## src/shared/cvd_pkg.sv

```systemverilog
// Purpose: shared constants and types of the capacitive divider sequencer
// Assumes: 100 MHz system clock, 32-bit APB register bus
// Notes: offsets are byte addresses, one aligned word each
package cvd_pkg;
   localparam logic [7:0] CTRL_OFF = 8'h00;
   localparam logic [7:0] TIME_OFF = 8'h04;
   localparam logic [7:0] GUARD_OFF = 8'h08;
   localparam logic [7:0] RES_A_OFF = 8'h0C;
   localparam logic [7:0] RES_B_OFF = 8'h10;
   localparam logic [7:0] STAT_OFF = 8'h14;
   localparam int GO_BIT = 8;
   localparam int DONE_BIT = 9;
   localparam int PRE_LSB = 0;
   localparam int ACQ_LSB = 8;
   localparam logic [7:0] CTRL_RST = 8'h00;
   localparam logic [5:0] GUARD_RST = 6'h00;
   localparam logic [6:0] COUNT_RST = 7'h00;
   localparam logic [9:0] RES_RST = 10'h000;
   // one instruction cycle is four system clocks
   localparam int CLK_NS = 10;
   localparam int INSTR_NS = 40;
   localparam int INSTR_CYC = (INSTR_NS + CLK_NS - 1) / CLK_NS;
   localparam logic [6:0] GAP_CYC = 7'h02;

   typedef struct packed {
      logic trig_en;
      logic bus_out_override_en;
      logic bus_out_en;
      logic int_precharge_pol;
      logic ext_precharge_pol;
      logic second_invert_en;
      logic double_sample_en;
      logic converter_on;
   } ctrl_s;

   typedef struct packed {
      logic [2:0] extra_cap_sel;
      logic guard_pol;
      logic guard_b_out_en;
      logic guard_a_out_en;
   } guard_s;

   typedef enum logic [2:0] {
      ST_IDLE = 3'b000,
      ST_PRE = 3'b001,
      ST_ACQ = 3'b010,
      ST_CONV = 3'b011,
      ST_GAP = 3'b100
   } state_e;
endpackage

```

## src/core/cvd_seq.sv

```systemverilog
// Overview of operation
// with double sampling on, each start gives two back-to-back conversions
// busy stays set through both conversions, clears after the second
// without inversion both conversions use the same pre-charge polarities
// first result goes to result pair A, high and low bytes
// second conversion begins two clocks after the first completes
// inversion flips effective pre-charge and guard polarities, stored bits kept
// second result goes to result pair B, high and low bytes
// two guard outputs, own enables, shared guard polarity
// enabled guard outputs driven whenever the converter is on
// guard set to guard polarity at start of each pre-charge
// guard toggles at start of each acquisition, stored polarity kept
// with double and inversion, second-phase guard levels are inverted
// extra capacitance select connects capacitance, removed during conversion
// bus output enable connects conversion bus to monitor pin
// override drives monitor pin in pre-charge to internal polarity
// no monitor pin override outside pre-charge
// software sets monitor pin as input to use it during conversion
// software should invert second sample and subtract results
// software starts by setting busy or by the trigger source
// software polls busy or waits for done, then clears done
// pre-charge lasts programmed instruction cycles, skipped when zero
// acquisition lasts programmed cycles, right after pre-charge or start
// on completion busy clears, done sets, results update
// pre-charge ties hold cap and drives channel per the two polarities
// clearing converter on aborts the sequence back to idle
//
// Purpose: sequencer for a capacitive divider front end with APB registers
// Assumes: converter core and trigger source run on clk_sys
// Notes: pin controls are registered from the next state, except guard levels, which follow guard_lvl_q one clock later
//
// Decided for this implementation: register access over APB and the register offsets.
`timescale 1ns/1ps
module cvd_seq
(
   input wire logic clk_sys, // system clock
   input wire logic resetn, // async reset
   input wire logic psel, // apb select
   input wire logic penable, // apb enable
   input wire logic pwrite, // apb direction
   input wire logic [7:0] paddr, // apb byte address
   input wire logic [31:0] pwdata, // apb write data
   output logic [31:0] prdata_q, // apb read data
   output logic pready_q, // apb ready
   output logic pslverr_q, // apb error
   input wire logic trig_in, // special event trigger
   input wire logic adc_done, // converter finished
   input wire logic [9:0] adc_result, // converter result
   output logic adc_start_q, // converter start pulse
   output logic busy_q, // sequence in progress
   output logic conv_done_flag_q, // done flag
   output logic hold_tie_en_q, // hold cap tied to rail
   output logic hold_tie_level_q, // rail: 1 supply
   output logic chan_drive_oe_q, // channel pin driven
   output logic chan_drive_q, // channel pin level
   output logic chan_connect_q, // channel joined to hold cap
   output logic [2:0] extra_cap_q, // extra capacitance select
   output logic bus_pass_q, // bus to monitor pin pass gate
   output logic mon_out_q, // monitor pin level
   output logic mon_oe_q, // monitor pin driven
   output logic guard_a_q, // guard a level
   output logic guard_a_oe_q, // guard a driven
   output logic guard_b_q, // guard b level
   output logic guard_b_oe_q // guard b driven
);
   import cvd_pkg::*;

   ctrl_s ctrl_q;
   guard_s grd_q;
   logic [6:0] pre_cnt_q;
   logic [6:0] acq_cnt_q;
   logic [9:0] res_a_q;
   logic [9:0] res_b_q;
   state_e state_q;
   state_e state_d;
   state_e first_st;
   logic [6:0] cnt_q;
   logic [1:0] div_q;
   logic tick_q;
   logic trig_q;
   logic second_q;
   logic second_d;
   logic inv_d;
   logic guard_lvl_q;
   logic wr;
   logic start;
   logic finish;

   ////////////////////////////////////////////////////////////////////
   // apb slave: one wait state, writes land on the ready edge
   assign wr = psel && penable && pwrite && pready_q;

   always_ff @(posedge clk_sys or negedge resetn)
   begin
      if (!resetn)
      begin
         pready_q <= 1'b0;
         pslverr_q <= 1'b0;
         prdata_q <= 32'h0000_0000;
      end
      else
      begin
         pready_q <= psel && penable && !pready_q;
         pslverr_q <= 1'b0;
         prdata_q <= 32'h0000_0000;
         if (psel && penable && !pready_q)
         begin
            unique case (paddr)
               CTRL_OFF: prdata_q <= {22'h0, conv_done_flag_q, busy_q, ctrl_q};
               TIME_OFF: prdata_q <= {17'h0, acq_cnt_q, 1'b0, pre_cnt_q};
               GUARD_OFF: prdata_q <= {26'h0, grd_q};
               RES_A_OFF: prdata_q <= {16'h0, 6'h00, res_a_q};
               RES_B_OFF: prdata_q <= {16'h0, 6'h00, res_b_q};
               STAT_OFF: prdata_q <= {29'h0, state_q};
               default: pslverr_q <= 1'b1;
            endcase
         end
      end
   end

   always_ff @(posedge clk_sys or negedge resetn)
   begin
      if (!resetn)
      begin
         ctrl_q <= CTRL_RST;
         grd_q <= GUARD_RST;
         pre_cnt_q <= COUNT_RST;
         acq_cnt_q <= COUNT_RST;
      end
      else if (wr)
      begin
         if (paddr == CTRL_OFF)
            ctrl_q <= pwdata[7:0];
         if (paddr == TIME_OFF)
         begin
            pre_cnt_q <= pwdata[PRE_LSB +: 7];
            acq_cnt_q <= pwdata[ACQ_LSB +: 7];
         end
         if (paddr == GUARD_OFF)
            grd_q <= pwdata[5:0];
      end
   end

   // done flag: hardware set wins over a software clear in the same cycle
   always_ff @(posedge clk_sys or negedge resetn)
   begin
      if (!resetn)
         conv_done_flag_q <= 1'b0;
      else if (finish)
         conv_done_flag_q <= 1'b1;
      else if (wr && paddr == CTRL_OFF && pwdata[DONE_BIT])
         conv_done_flag_q <= 1'b0;
   end

   ////////////////////////////////////////////////////////////////////
   // instruction-cycle tick and trigger edge
   always_ff @(posedge clk_sys or negedge resetn)
   begin
      if (!resetn)
      begin
         div_q <= 2'h0;
         tick_q <= 1'b0;
         trig_q <= 1'b0;
      end
      else
      begin
         div_q <= (div_q == 2'(INSTR_CYC - 1)) ? 2'h0 : div_q + 2'h1;
         tick_q <= (div_q == 2'(INSTR_CYC - 1));
         trig_q <= trig_in;
      end
   end

   assign start = (wr && paddr == CTRL_OFF && pwdata[GO_BIT])
      || (ctrl_q.trig_en && trig_in && !trig_q);
   // an abort landing in the done cycle must not raise done without a result
   assign finish = state_q == ST_CONV && adc_done && ctrl_q.converter_on
      && state_d == ST_IDLE;

   ////////////////////////////////////////////////////////////////////
   // sequencer
   always_comb
   begin
      if (pre_cnt_q != 7'h00)
         first_st = ST_PRE;
      else if (acq_cnt_q != 7'h00)
         first_st = ST_ACQ;
      else
         first_st = ST_CONV;
   end

   always_comb
   begin
      state_d = state_q;
      if (!ctrl_q.converter_on)
         state_d = ST_IDLE;
      else
      begin
         unique case (state_q)
            ST_IDLE:
               if (start)
                  state_d = first_st;
            ST_PRE:
               if (tick_q && cnt_q == pre_cnt_q - 7'h01)
                  state_d = (acq_cnt_q != 7'h00) ? ST_ACQ : ST_CONV;
            ST_ACQ:
               if (tick_q && cnt_q == acq_cnt_q - 7'h01)
                  state_d = ST_CONV;
            ST_CONV:
               if (adc_done)
                  state_d = (ctrl_q.double_sample_en && !second_q) ? ST_GAP : ST_IDLE;
            ST_GAP:
               if (cnt_q == GAP_CYC - 7'h01)
                  state_d = first_st;
            default:
               state_d = ST_IDLE;
         endcase
      end
   end

   always_comb
   begin
      if (state_d == ST_IDLE)
         second_d = 1'b0;
      else if (state_q == ST_GAP)
         second_d = 1'b1;
      else
         second_d = second_q;
   end

   // inversion only acts on the second half, stored bits untouched
   assign inv_d = second_d && ctrl_q.second_invert_en;

   always_ff @(posedge clk_sys or negedge resetn)
   begin
      if (!resetn)
      begin
         state_q <= ST_IDLE;
         cnt_q <= 7'h00;
         second_q <= 1'b0;
         busy_q <= 1'b0;
         adc_start_q <= 1'b0;
      end
      else
      begin
         state_q <= state_d;
         second_q <= second_d;
         busy_q <= state_d != ST_IDLE;
         adc_start_q <= state_d == ST_CONV && state_q != ST_CONV;
         if (state_d != state_q)
            cnt_q <= 7'h00;
         else if (state_q == ST_GAP || tick_q)
            cnt_q <= cnt_q + 7'h01;
      end
   end

   // a partial result on abort is not kept; only finished conversions land
   always_ff @(posedge clk_sys or negedge resetn)
   begin
      if (!resetn)
      begin
         res_a_q <= RES_RST;
         res_b_q <= RES_RST;
      end
      else if (state_q == ST_CONV && adc_done && ctrl_q.converter_on)
      begin
         if (second_q)
            res_b_q <= adc_result;
         else
            res_a_q <= adc_result;
      end
   end

   ////////////////////////////////////////////////////////////////////
   // pin controls, registered from the next state so they align with state_q
   always_ff @(posedge clk_sys or negedge resetn)
   begin
      if (!resetn)
      begin
         hold_tie_en_q <= 1'b0;
         hold_tie_level_q <= 1'b0;
         chan_drive_oe_q <= 1'b0;
         chan_drive_q <= 1'b0;
         chan_connect_q <= 1'b0;
         extra_cap_q <= 3'h0;
         bus_pass_q <= 1'b0;
         mon_out_q <= 1'b0;
         mon_oe_q <= 1'b0;
      end
      else
      begin
         hold_tie_en_q <= state_d == ST_PRE;
         hold_tie_level_q <= ctrl_q.int_precharge_pol ^ inv_d;
         chan_drive_oe_q <= state_d == ST_PRE;
         chan_drive_q <= ctrl_q.ext_precharge_pol ^ inv_d;
         chan_connect_q <= state_d == ST_ACQ || state_d == ST_CONV;
         extra_cap_q <= (state_d == ST_CONV) ? 3'h0 : grd_q.extra_cap_sel;
         bus_pass_q <= ctrl_q.bus_out_en;
         mon_out_q <= ctrl_q.int_precharge_pol ^ inv_d;
         mon_oe_q <= state_d == ST_PRE && ctrl_q.bus_out_en
            && ctrl_q.bus_out_override_en;
      end
   end

   // guard level holds between phase starts so it stays driven while on
   always_ff @(posedge clk_sys or negedge resetn)
   begin
      if (!resetn)
         guard_lvl_q <= 1'b0;
      else if (state_d == ST_PRE && state_q != ST_PRE)
         guard_lvl_q <= grd_q.guard_pol ^ inv_d;
      else if (state_d == ST_ACQ && state_q != ST_ACQ)
         guard_lvl_q <= !(grd_q.guard_pol ^ inv_d);
   end

   always_ff @(posedge clk_sys or negedge resetn)
   begin
      if (!resetn)
      begin
         guard_a_q <= 1'b0;
         guard_b_q <= 1'b0;
         guard_a_oe_q <= 1'b0;
         guard_b_oe_q <= 1'b0;
      end
      else
      begin
         guard_a_q <= guard_lvl_q;
         guard_b_q <= guard_lvl_q;
         guard_a_oe_q <= ctrl_q.converter_on && grd_q.guard_a_out_en;
         guard_b_oe_q <= ctrl_q.converter_on && grd_q.guard_b_out_en;
      end
   end

   ////////////////////////////////////////////////////////////////////
   // checks
   gap_two_a: assert property (@(posedge clk_sys)
      disable iff (!resetn || !ctrl_q.converter_on)
      (state_q == ST_CONV && adc_done && !second_q && ctrl_q.double_sample_en
      && ctrl_q.converter_on) |=> (state_q == ST_GAP) [*2] ##1 second_q)
      else $error("second conversion not two clocks after first");
   busy_gap_a: assert property (@(posedge clk_sys) disable iff (!resetn)
      (state_q == ST_GAP) |-> busy_q)
      else $error("busy dropped between conversions");
   res_a_a: assert property (@(posedge clk_sys) disable iff (!resetn)
      (state_q == ST_CONV && adc_done && !second_q && ctrl_q.converter_on)
      |=> res_a_q == $past(adc_result))
      else $error("first result not in pair a");
   res_b_a: assert property (@(posedge clk_sys) disable iff (!resetn)
      (state_q == ST_CONV && adc_done && second_q && ctrl_q.converter_on)
      |=> res_b_q == $past(adc_result) && !busy_q)
      else $error("second result not in pair b");
   pol_inv_a: assert property (@(posedge clk_sys) disable iff (!resetn)
      (state_q == ST_PRE && second_q && ctrl_q.second_invert_en && $stable(ctrl_q))
      |-> chan_drive_q != ctrl_q.ext_precharge_pol
      && hold_tie_level_q != ctrl_q.int_precharge_pol)
      else $error("second pre-charge polarity not inverted");
   cap_off_a: assert property (@(posedge clk_sys) disable iff (!resetn)
      (state_q == ST_CONV) |-> extra_cap_q == 3'h0)
      else $error("extra capacitance present during conversion");
   mon_free_a: assert property (@(posedge clk_sys) disable iff (!resetn)
      (state_q != ST_PRE) |-> !mon_oe_q)
      else $error("monitor pin overridden outside pre-charge");
   guard_on_a: assert property (@(posedge clk_sys) disable iff (!resetn)
      (ctrl_q.converter_on && grd_q.guard_a_out_en) |=> guard_a_oe_q)
      else $error("enabled guard not driven");
   abort_idle_a: assert property (@(posedge clk_sys) disable iff (!resetn)
      (!ctrl_q.converter_on) |=> state_q == ST_IDLE && !busy_q)
      else $error("sequence not aborted when converter off");
   done_set_a: assert property (@(posedge clk_sys) disable iff (!resetn)
      finish |=> conv_done_flag_q && !busy_q)
      else $error("completion did not set done");
   guard_acq_a: assert property (@(posedge clk_sys) disable iff (!resetn)
      (state_q == ST_PRE ##1 state_q == ST_ACQ) |=> guard_a_q == !$past(guard_a_q))
      else $error("guard did not toggle at acquisition");
endmodule

```

## config.mk

```make
export PLATFORM = sky130hd
export DESIGN_NAME = cvd_seq
export DESIGN_NICKNAME = d
export VERILOG_FILES = /design/src/shared/cvd_pkg.sv /design/src/core/cvd_seq.sv
export SDC_FILE = /design/constraint.sdc
export NUM_CORES = 1
export LEC_CHECK = 0
export BUFFER_PORTS_ARGS = -buffer_cell sky130_fd_sc_hd__buf_2
export CAP_MARGIN = 10
export CELL_PAD_IN_SITES_DETAIL_PLACEMENT = 1
export CELL_PAD_IN_SITES_GLOBAL_PLACEMENT = 2
export CORE_MARGIN = 4
export CORE_UTILIZATION = 37
export CTS_CLUSTER_DIAMETER = 40
export DETAILED_ROUTE_END_ITERATION = 8
export PLACE_DENSITY_LB_ADDON = 0.1
export SYNTH_ARGS = -nofsm -noshare
export SYNTH_HDL_FRONTEND = slang
export SYNTH_SLANG_ARGS = --single-unit
```

## constraint.sdc

```tcl
create_clock -name clk_sys -period 7.7 [get_ports clk_sys]
set_clock_uncertainty 0.1 [all_clocks]
set_input_delay 0.385 -clock clk_sys [delete_from_list [all_inputs] [get_ports clk_sys]]
set_output_delay 0.385 -clock clk_sys [all_outputs]
set_load 0.05 [all_outputs]
```

==> metrics.yaml, run 1 <==
status: "finished clean"
worst_skew_pair.late_latency_ps: 350
clkSinkCount: 96
ant_nets: 0
reg2reg_depth: 8
die_w_um: 120.7
synth_top_flop_cell: "dfrtp_1"
cp.depth: 8
min_period_ps: 3297
synthTopCellsByArea: "dfrtp_1, mux2_2, buf_4"
ys_types: 54
syn_avg_cell_area_um2: 11.43
tightest_slew_ps: 831.1
dieArea_mm2: 0.01456
layout_commonest_cell: "dfrtp_1"
cp-end-kind: "flop"
holdPathStages: 1
cts_resized: 0
initial_utilization_pct: 38.46
drv_cap: 0
leakagePower_nw: 2.683
critical-path-top-delay-family: "compound AO/OA/AOI/OAI gates"
seq_area_mm2: 0.002402
grt_usage_pct: 18.12
grt_overflow: 0
synth_edf_count: 0
power_mw: 0.9866
fmax_ghz: 0.3033
grtUsageMet2_pct: 28.96
power_density_mw_per_mm2: 181.8
synth_top_area_share_pct: 51.15
drv_slew: 0
startpoint_type: "flop"
grt.busiest_layer: "met2"
synth_warnings: 0
portBuffers: 74
slew_headroom_pct: 44.59
critPathSlowestCell: "or4_4"
core_area_mm2: 0.01221
drcViolationCount: 0
root_buffer: "clkbuf_16"
final_util_pct: 44.45
grtUsageMet3_pct: 3.274
cts.clk_slew.worst_paths_ps: 70
drt-pass1-iter-count: 4
seq_area_frac_synth_pct: 51.15
vias: 3336
area_delta_synth_final_pct: 15.56
multi_input_area_mm2: 0.002073
yosysTopAreaCell: "dfrtp_1"
drive_above_1_share_pct: 31.33
rsz0062_at_grt: "false"
grt_pass1_vias: 3626
std_cell_rows: 40
use_met1_pct: 24.79
wl_per_cell_um: 19.17
worstPathMaxFanout: 8
synthArstFlopShare_pct: 100.0
via_per_inst: 5.132
grt_max_degree: 66
gp_congestion: 0.8144
cpPeakStageDelay_ps: 580
critical_path_buf_inv_count: 0
dieHeight_um: 120.7
postCtsSetupBuffers: 0
min_path_type: "input pin to flop"
cts_tree: "done"
fin_nets: 542
ios: 109
synthCells: 411
required_ps: 7870
numCtsBuffers: 9
hold_violations: 0
cp_data_arrival_time_ps: 3470
grt_pass1_wl_um: 20090
crit_chain: "or4_4 > or3_1 > a211oi_2 > nand4_2 > a211oi_4 > a31o_4 > xor2_2 > mux2i_1"
peakVddDrop_mv: 0.1050
antenna_found_initial: 0
finalCritPeriodShare_pct: 42.82
setup_tns_ps: 0
place_hpwl_um: 9202
diodes: 0
ys_ff_latch: 96
fillers: 1382
cts.htree.levels: 3
wl_um: 12460
setup_viol: 0
worstSetupPathType: "flop to flop"
layout_common_cells: "dfrtp_1, buf_2, mux2_2, nand2_1"
drt_iter0_markers: 190
syn-cell-area_mm2: 0.004697
cts_buffer_depth: 2
final cells by class:
| type | instances | area share [%] |
|---|---|---|
| clock inverter | 5 | 0.7607 |
| sequential | 96 | 44.26 |
| timing repair buffer | 78 | 7.469 |
| inverter | 15 | 1.037 |
| clock buffer | 10 | 4.403 |
| multi-input combinational | 278 | 38.20 |
| tap | 168 | 3.873 |
state kept, by name (all words and copies together) (netlist names), 2 cells and up:
signal / count
acq_cnt_q: 7
cnt_q: 7
ctrl_q: 8
div_q: 2
extra_cap_q: 3
grd_q: 6
prdata_q: 15
pre_cnt_q: 7
res_a_q: 10
res_b_q: 10
state_q: 3
where the power goes:
group	switching (mW)	internal [mW]	total [mW]	leakage, nW
clock network	0.197	0.228	0.425	0.131
registers	0.00122	0.506	0.507	1.31
logic	0.0427	0.0120	0.0547	1.24
per-stage QoR:
stage               std cells  hold slack, ps  instance area, um^2  setup slack (ps)
floorplan                 427          -10.59                 4757              4857
global placement          634           243.6                 5137              4434
detailed placement        634           245.7                 5137              4389
CTS                       650           40.06                 5428              4397
global route              650           41.33                 5428              4265
finish                    650           51.04                 5428              4403
worst paths after layout:
path | from | end | slack (ps)
min in group asynchronous | resetn | prdata_q[12] | 410
worst max register to register | pre_cnt_q[4] | guard_lvl_q | 4400
max in group asynchronous | resetn | state_q[2] | 5910
worst min-delay path | trig_in | trig_q | 50
worst max-delay path | pre_cnt_q[4] | guard_lvl_q | 4400
worst min register to register | guard_lvl_q | guard_b_q | 310
per-layer routing:
| metal | vias up | part of all wire, % |
|---|---|---|
| met5 | - | 0 |
| met1 | 1674 | 46 |
| met2 | 82 | 48 |
| met4 | 0 | 1.8 |
| li1 | 1559 | - |
| met3 | 21 | 4.8 |
cells by family (layout without fill, tap and decap cells):
logic type / Yosys count / in the layout / share of synthesized area [%]
AOI/OAI and AO/OA: 53 / 53 / 8.285
xor gates and xnor gates: 30 / 30 / 5.914
adders and majority gates: 7 / 7 / 1.865
buffers and inverters: 53 / 108 / 5.993
DFF: 96 / 96 / 51.15
muxes: 54 / 54 / 12.76
other: 1 / 17 / 0.07984
and+or+nand+nor: 117 / 117 / 13.96
synth_stat cells, types with 11 or more instances:
cell and n:
a21oi_1 13, buf_4 20, clkbuf_1 16, dfrtp_1 96, inv_1 15, mux2_2 47, nand2_1 18, nand3_1 12
nor2_1 15, nor3_1 17, o21ai_0 13, xnor2_1 17, xor2_1 11
what timing repair did:
| action | in CTS | in global routing |
|---|---|---|
| hold buffers | 1 | 0 |
| endpoints found under the setup margin | 0 | 0 |
| hold endpoints to repair | 31 | 0 |
Note: power is estimated with default switching activity, not from simulation.
==> run 2: changes to the inputs <==
ABC_AREA = 1   (was not set)
CORE_UTILIZATION = 31   (was 37)
clock period = 3.1 ns   (was 7.7 ns; I/O delays follow)
==> metrics.yaml, run 2 <==
drv_cap: 0  # unchanged
hold_ws_ps: 17.37  # was 51.04 ps
reg2reg_depth: 17  # was 8
worst_skew_pair.late_latency_ps: 350  # about the same
portBuffers: 74  # unchanged
dieHeight_um: 132.2  # was 120.7 um
area_delta_synth_final_pct: 22.36  # was 15.56%
synth_edf_count: 0  # unchanged
rsz0062_at_grt: "false"  # unchanged
ff2ff_setup_slack_ps: 540  # was 4400 ps
maxUsedRoutingLayer: "met4"  # unchanged
layout_setup_ws_ps: 544.3  # was 4403 ps
initial_utilization_pct: 31.59  # was 38.46%
wl_um: 13970  # was 12460 um
cts.clk_slew.worst_paths_ps: 70  # about the same
synthArstFlopShare_pct: 100.0  # unchanged
antenna_found_initial: 0  # unchanged
grt_overflow: 0  # unchanged
min-delay-start: "pwdata[2]"  # was trig_in
drive_above_1_share_pct: 18.14  # was 31.33%
leakagePower_nw: 3.034  # was 2.683 nW
diodes: 0  # unchanged
cts.htree.levels: 3  # unchanged
vias: 4050  # was 3336
min_to: "grd_q[2]"  # was trig_q
grt_max_degree: 53  # was 66
power_mw: 2.616  # was 0.9866 mW
root_buffer: "clkbuf_16"  # unchanged
dp_slack_ps: 555.2  # was 4389 ps
clkSinkCount: 96  # unchanged
core_area_mm2: 0.01515  # was 0.01221 mm^2
dieArea_mm2: 0.01749  # was 0.01456 mm^2
synthCells: 588  # was 411
status: "finished clean"  # unchanged
top_register: "prdata_q"  # unchanged
hold_violations: 0  # unchanged
ys_ff_latch: 96  # unchanged
syn_avg_cell_area_um2: 8.137  # was 11.43 um^2
cts_tree: "done"  # unchanged
drcViolationCount: 0  # unchanged
setup_tns_ps: 0  # unchanged
synthMostInstantiatedCell: "nand2_1"  # was dfrtp_1
synth_top_flop_cell: "dfrtp_1"  # unchanged
drv_slew: 0  # unchanged
postCtsSetupBuffers: 0  # unchanged
ys_types: 36  # was 54
largestRegisters: "prdata_q x15, res_a_q x10, res_b_q x10"  # unchanged
fin_nets: 750  # was 542
reg2reg_to: "guard_lvl_q"  # unchanged
reg2reg_from: "acq_cnt_q[0]"  # was pre_cnt_q[4]
yosysTopAreaCell: "dfrtp_1"  # unchanged
grt_pass1_wl_um: 22890  # was 20090 um
cp_data_arrival_time_ps: 2690  # was 3470 ps
cts_buffer_depth: 2  # unchanged
final_util_pct: 38.65  # was 44.45%
min_path_type: "input pin to flop"  # unchanged
slew_headroom_pct: 49.63  # was 44.59%
numCtsBuffers: 9  # unchanged
seq_area_frac_synth_pct: 50.21  # was 51.15%
wl_met2_um: 6908  # was 5921 um
die_w_um: 132.2  # was 120.7 um
worstPathMaxFanout: 6  # was 8
gp_congestion: 0.7766  # was 0.8144
drt-pass1-iter-count: 4  # unchanged
via_per_inst: 4.618  # was 5.132
drt-met1-wl_um: 6481  # was 5715 um
required_ps: 3230  # was 7870 ps
wl_met3_um: 341  # was 597 um
layout_commonest_cell: "nand2_1"  # was dfrtp_1
place_hpwl_um: 10660  # was 9202 um
drt_iter0_markers: 127  # was 190
largest_reg_flops: 15  # unchanged
holdPathStages: 3  # was 1
min_period_ps: 2556  # was 3297 ps
grt_pass1_vias: 4235  # was 3626
setup_viol: 0  # unchanged
ios: 109  # unchanged
ant_nets: 0  # unchanged
finalCritPeriodShare_pct: 82.44  # was 42.82%
tightest_slew_ps: 753.4  # was 831.1 ps
syn-cell-area_mm2: 0.004785  # was 0.004697 mm^2
synthTopCellsByArea: "dfrtp_1, nand2_1, inv_1"  # was dfrtp_1, mux2_2, buf_4
peakVddDrop_mv: 0.2719  # was 0.1050 mV
cp-end-kind: "flop"  # unchanged
startpoint_type: "flop"  # unchanged
synth_warnings: 0  # unchanged
grt_usage_pct: 16.51  # was 18.12%
synthTopCellsByCount: "nand2_1, dfrtp_1, inv_1"  # was dfrtp_1, mux2_2, buf_4
layout_common_cells: "nand2_1, dfrtp_1, buf_2, inv_1, nor2_1"  # was dfrtp_1, buf_2, mux2_2, nand2_1
fillers: 1813  # was 1382
wl_per_cell_um: 15.93  # was 19.17 um
power_density_mw_per_mm2: 446.8  # was 181.8 mW/mm^2
std_cell_rows: 45  # was 40
synth_top_area_share_pct: 50.21  # was 51.15%
worstSetupPathType: "flop to flop"  # unchanged
fmax_ghz: 0.3913  # was 0.3033 GHz
## run 2: power breakdown
part	switching (mW)	total, mW	internal, mW	leakage, nW
Sequential	0.00322	1.26	1.26	1.29
Combinational	0.109	0.158	0.0493	1.60
Clock	0.477	1.20	0.721	0.148
## run 2: cell families after synthesis
| group | share of synthesized area (%) |
|---|---|
| compound gates | 8.839 |
| fa+ha+maj | 1.830 |
| simple gates | 26.36 |
| xor+xnor | 2.354 |
| buf+inv | 10.09 |
| other cells | 0.07838 |
| mux | 0.2353 |
| flops | 50.21 |
## run 2: repair_timing
item / CTS / global route
endpoints found under the setup margin: 0 / 0
hold endpoints to repair: 85 / 0
hold buffers: 25 / 0
resized for setup: 0 / 0
## run 2: layer usage
layer / vias up / track usage (%)
li1: 2019 / -
met1: 1961 / 21.97
met2: 52 / 27.99
met3: 18 / 2.023
met4: 0 / 5.543
met5: - / 0
## run 2: metrics by stage
stage          cells  area [um^2]
5_1_grt          877         5854
4_1_cts          877         5854
2_1_floorplan    604         4845
3_5_place_dp     838         5294
3_3_place_gp     838         5294
6_report         877         5854
## run 2: critical path, cell delays in order (launching register included)
cell     delay, ps
dfrtp_1        430
inv_1          200
ha_1           270
inv_1           60
nand2_1         80
nand3_1         70
nand2_1         80
nand3_1         80
nor2_1         120
a21oi_1        100
nand3_2        100
nand2_2        120
nand2_2        180
nand3_2        120
nand2_1        130
nand3_1         90
nand2_1         70
nand2_1         50
## run 2: how the worst max path moves through the flow
stage | from | end | slack, ps
after global placement | acq_cnt_q[0] | guard_lvl_q | 610
after global routing | acq_cnt_q[0] | guard_lvl_q | 190
after CTS | acq_cnt_q[0] | guard_lvl_q | 520
after floorplan | pready_q | guard_lvl_q | 1040
final | acq_cnt_q[0] | guard_lvl_q | 540
after detailed placement | acq_cnt_q[0] | guard_lvl_q | 560
## run 2: final cells by class
cell class	instances	area (um^2)	area share (%)
clock inverters	3	67.56	1.154
repair buffers	103	665.6	11.37
clock buffers	11	242.7	4.146
inverters	75	281.5	4.809
well taps	188	235.2	4.018
multi-input cells	401	1959	33.47
flip-flops and latches	96	2402	41.03
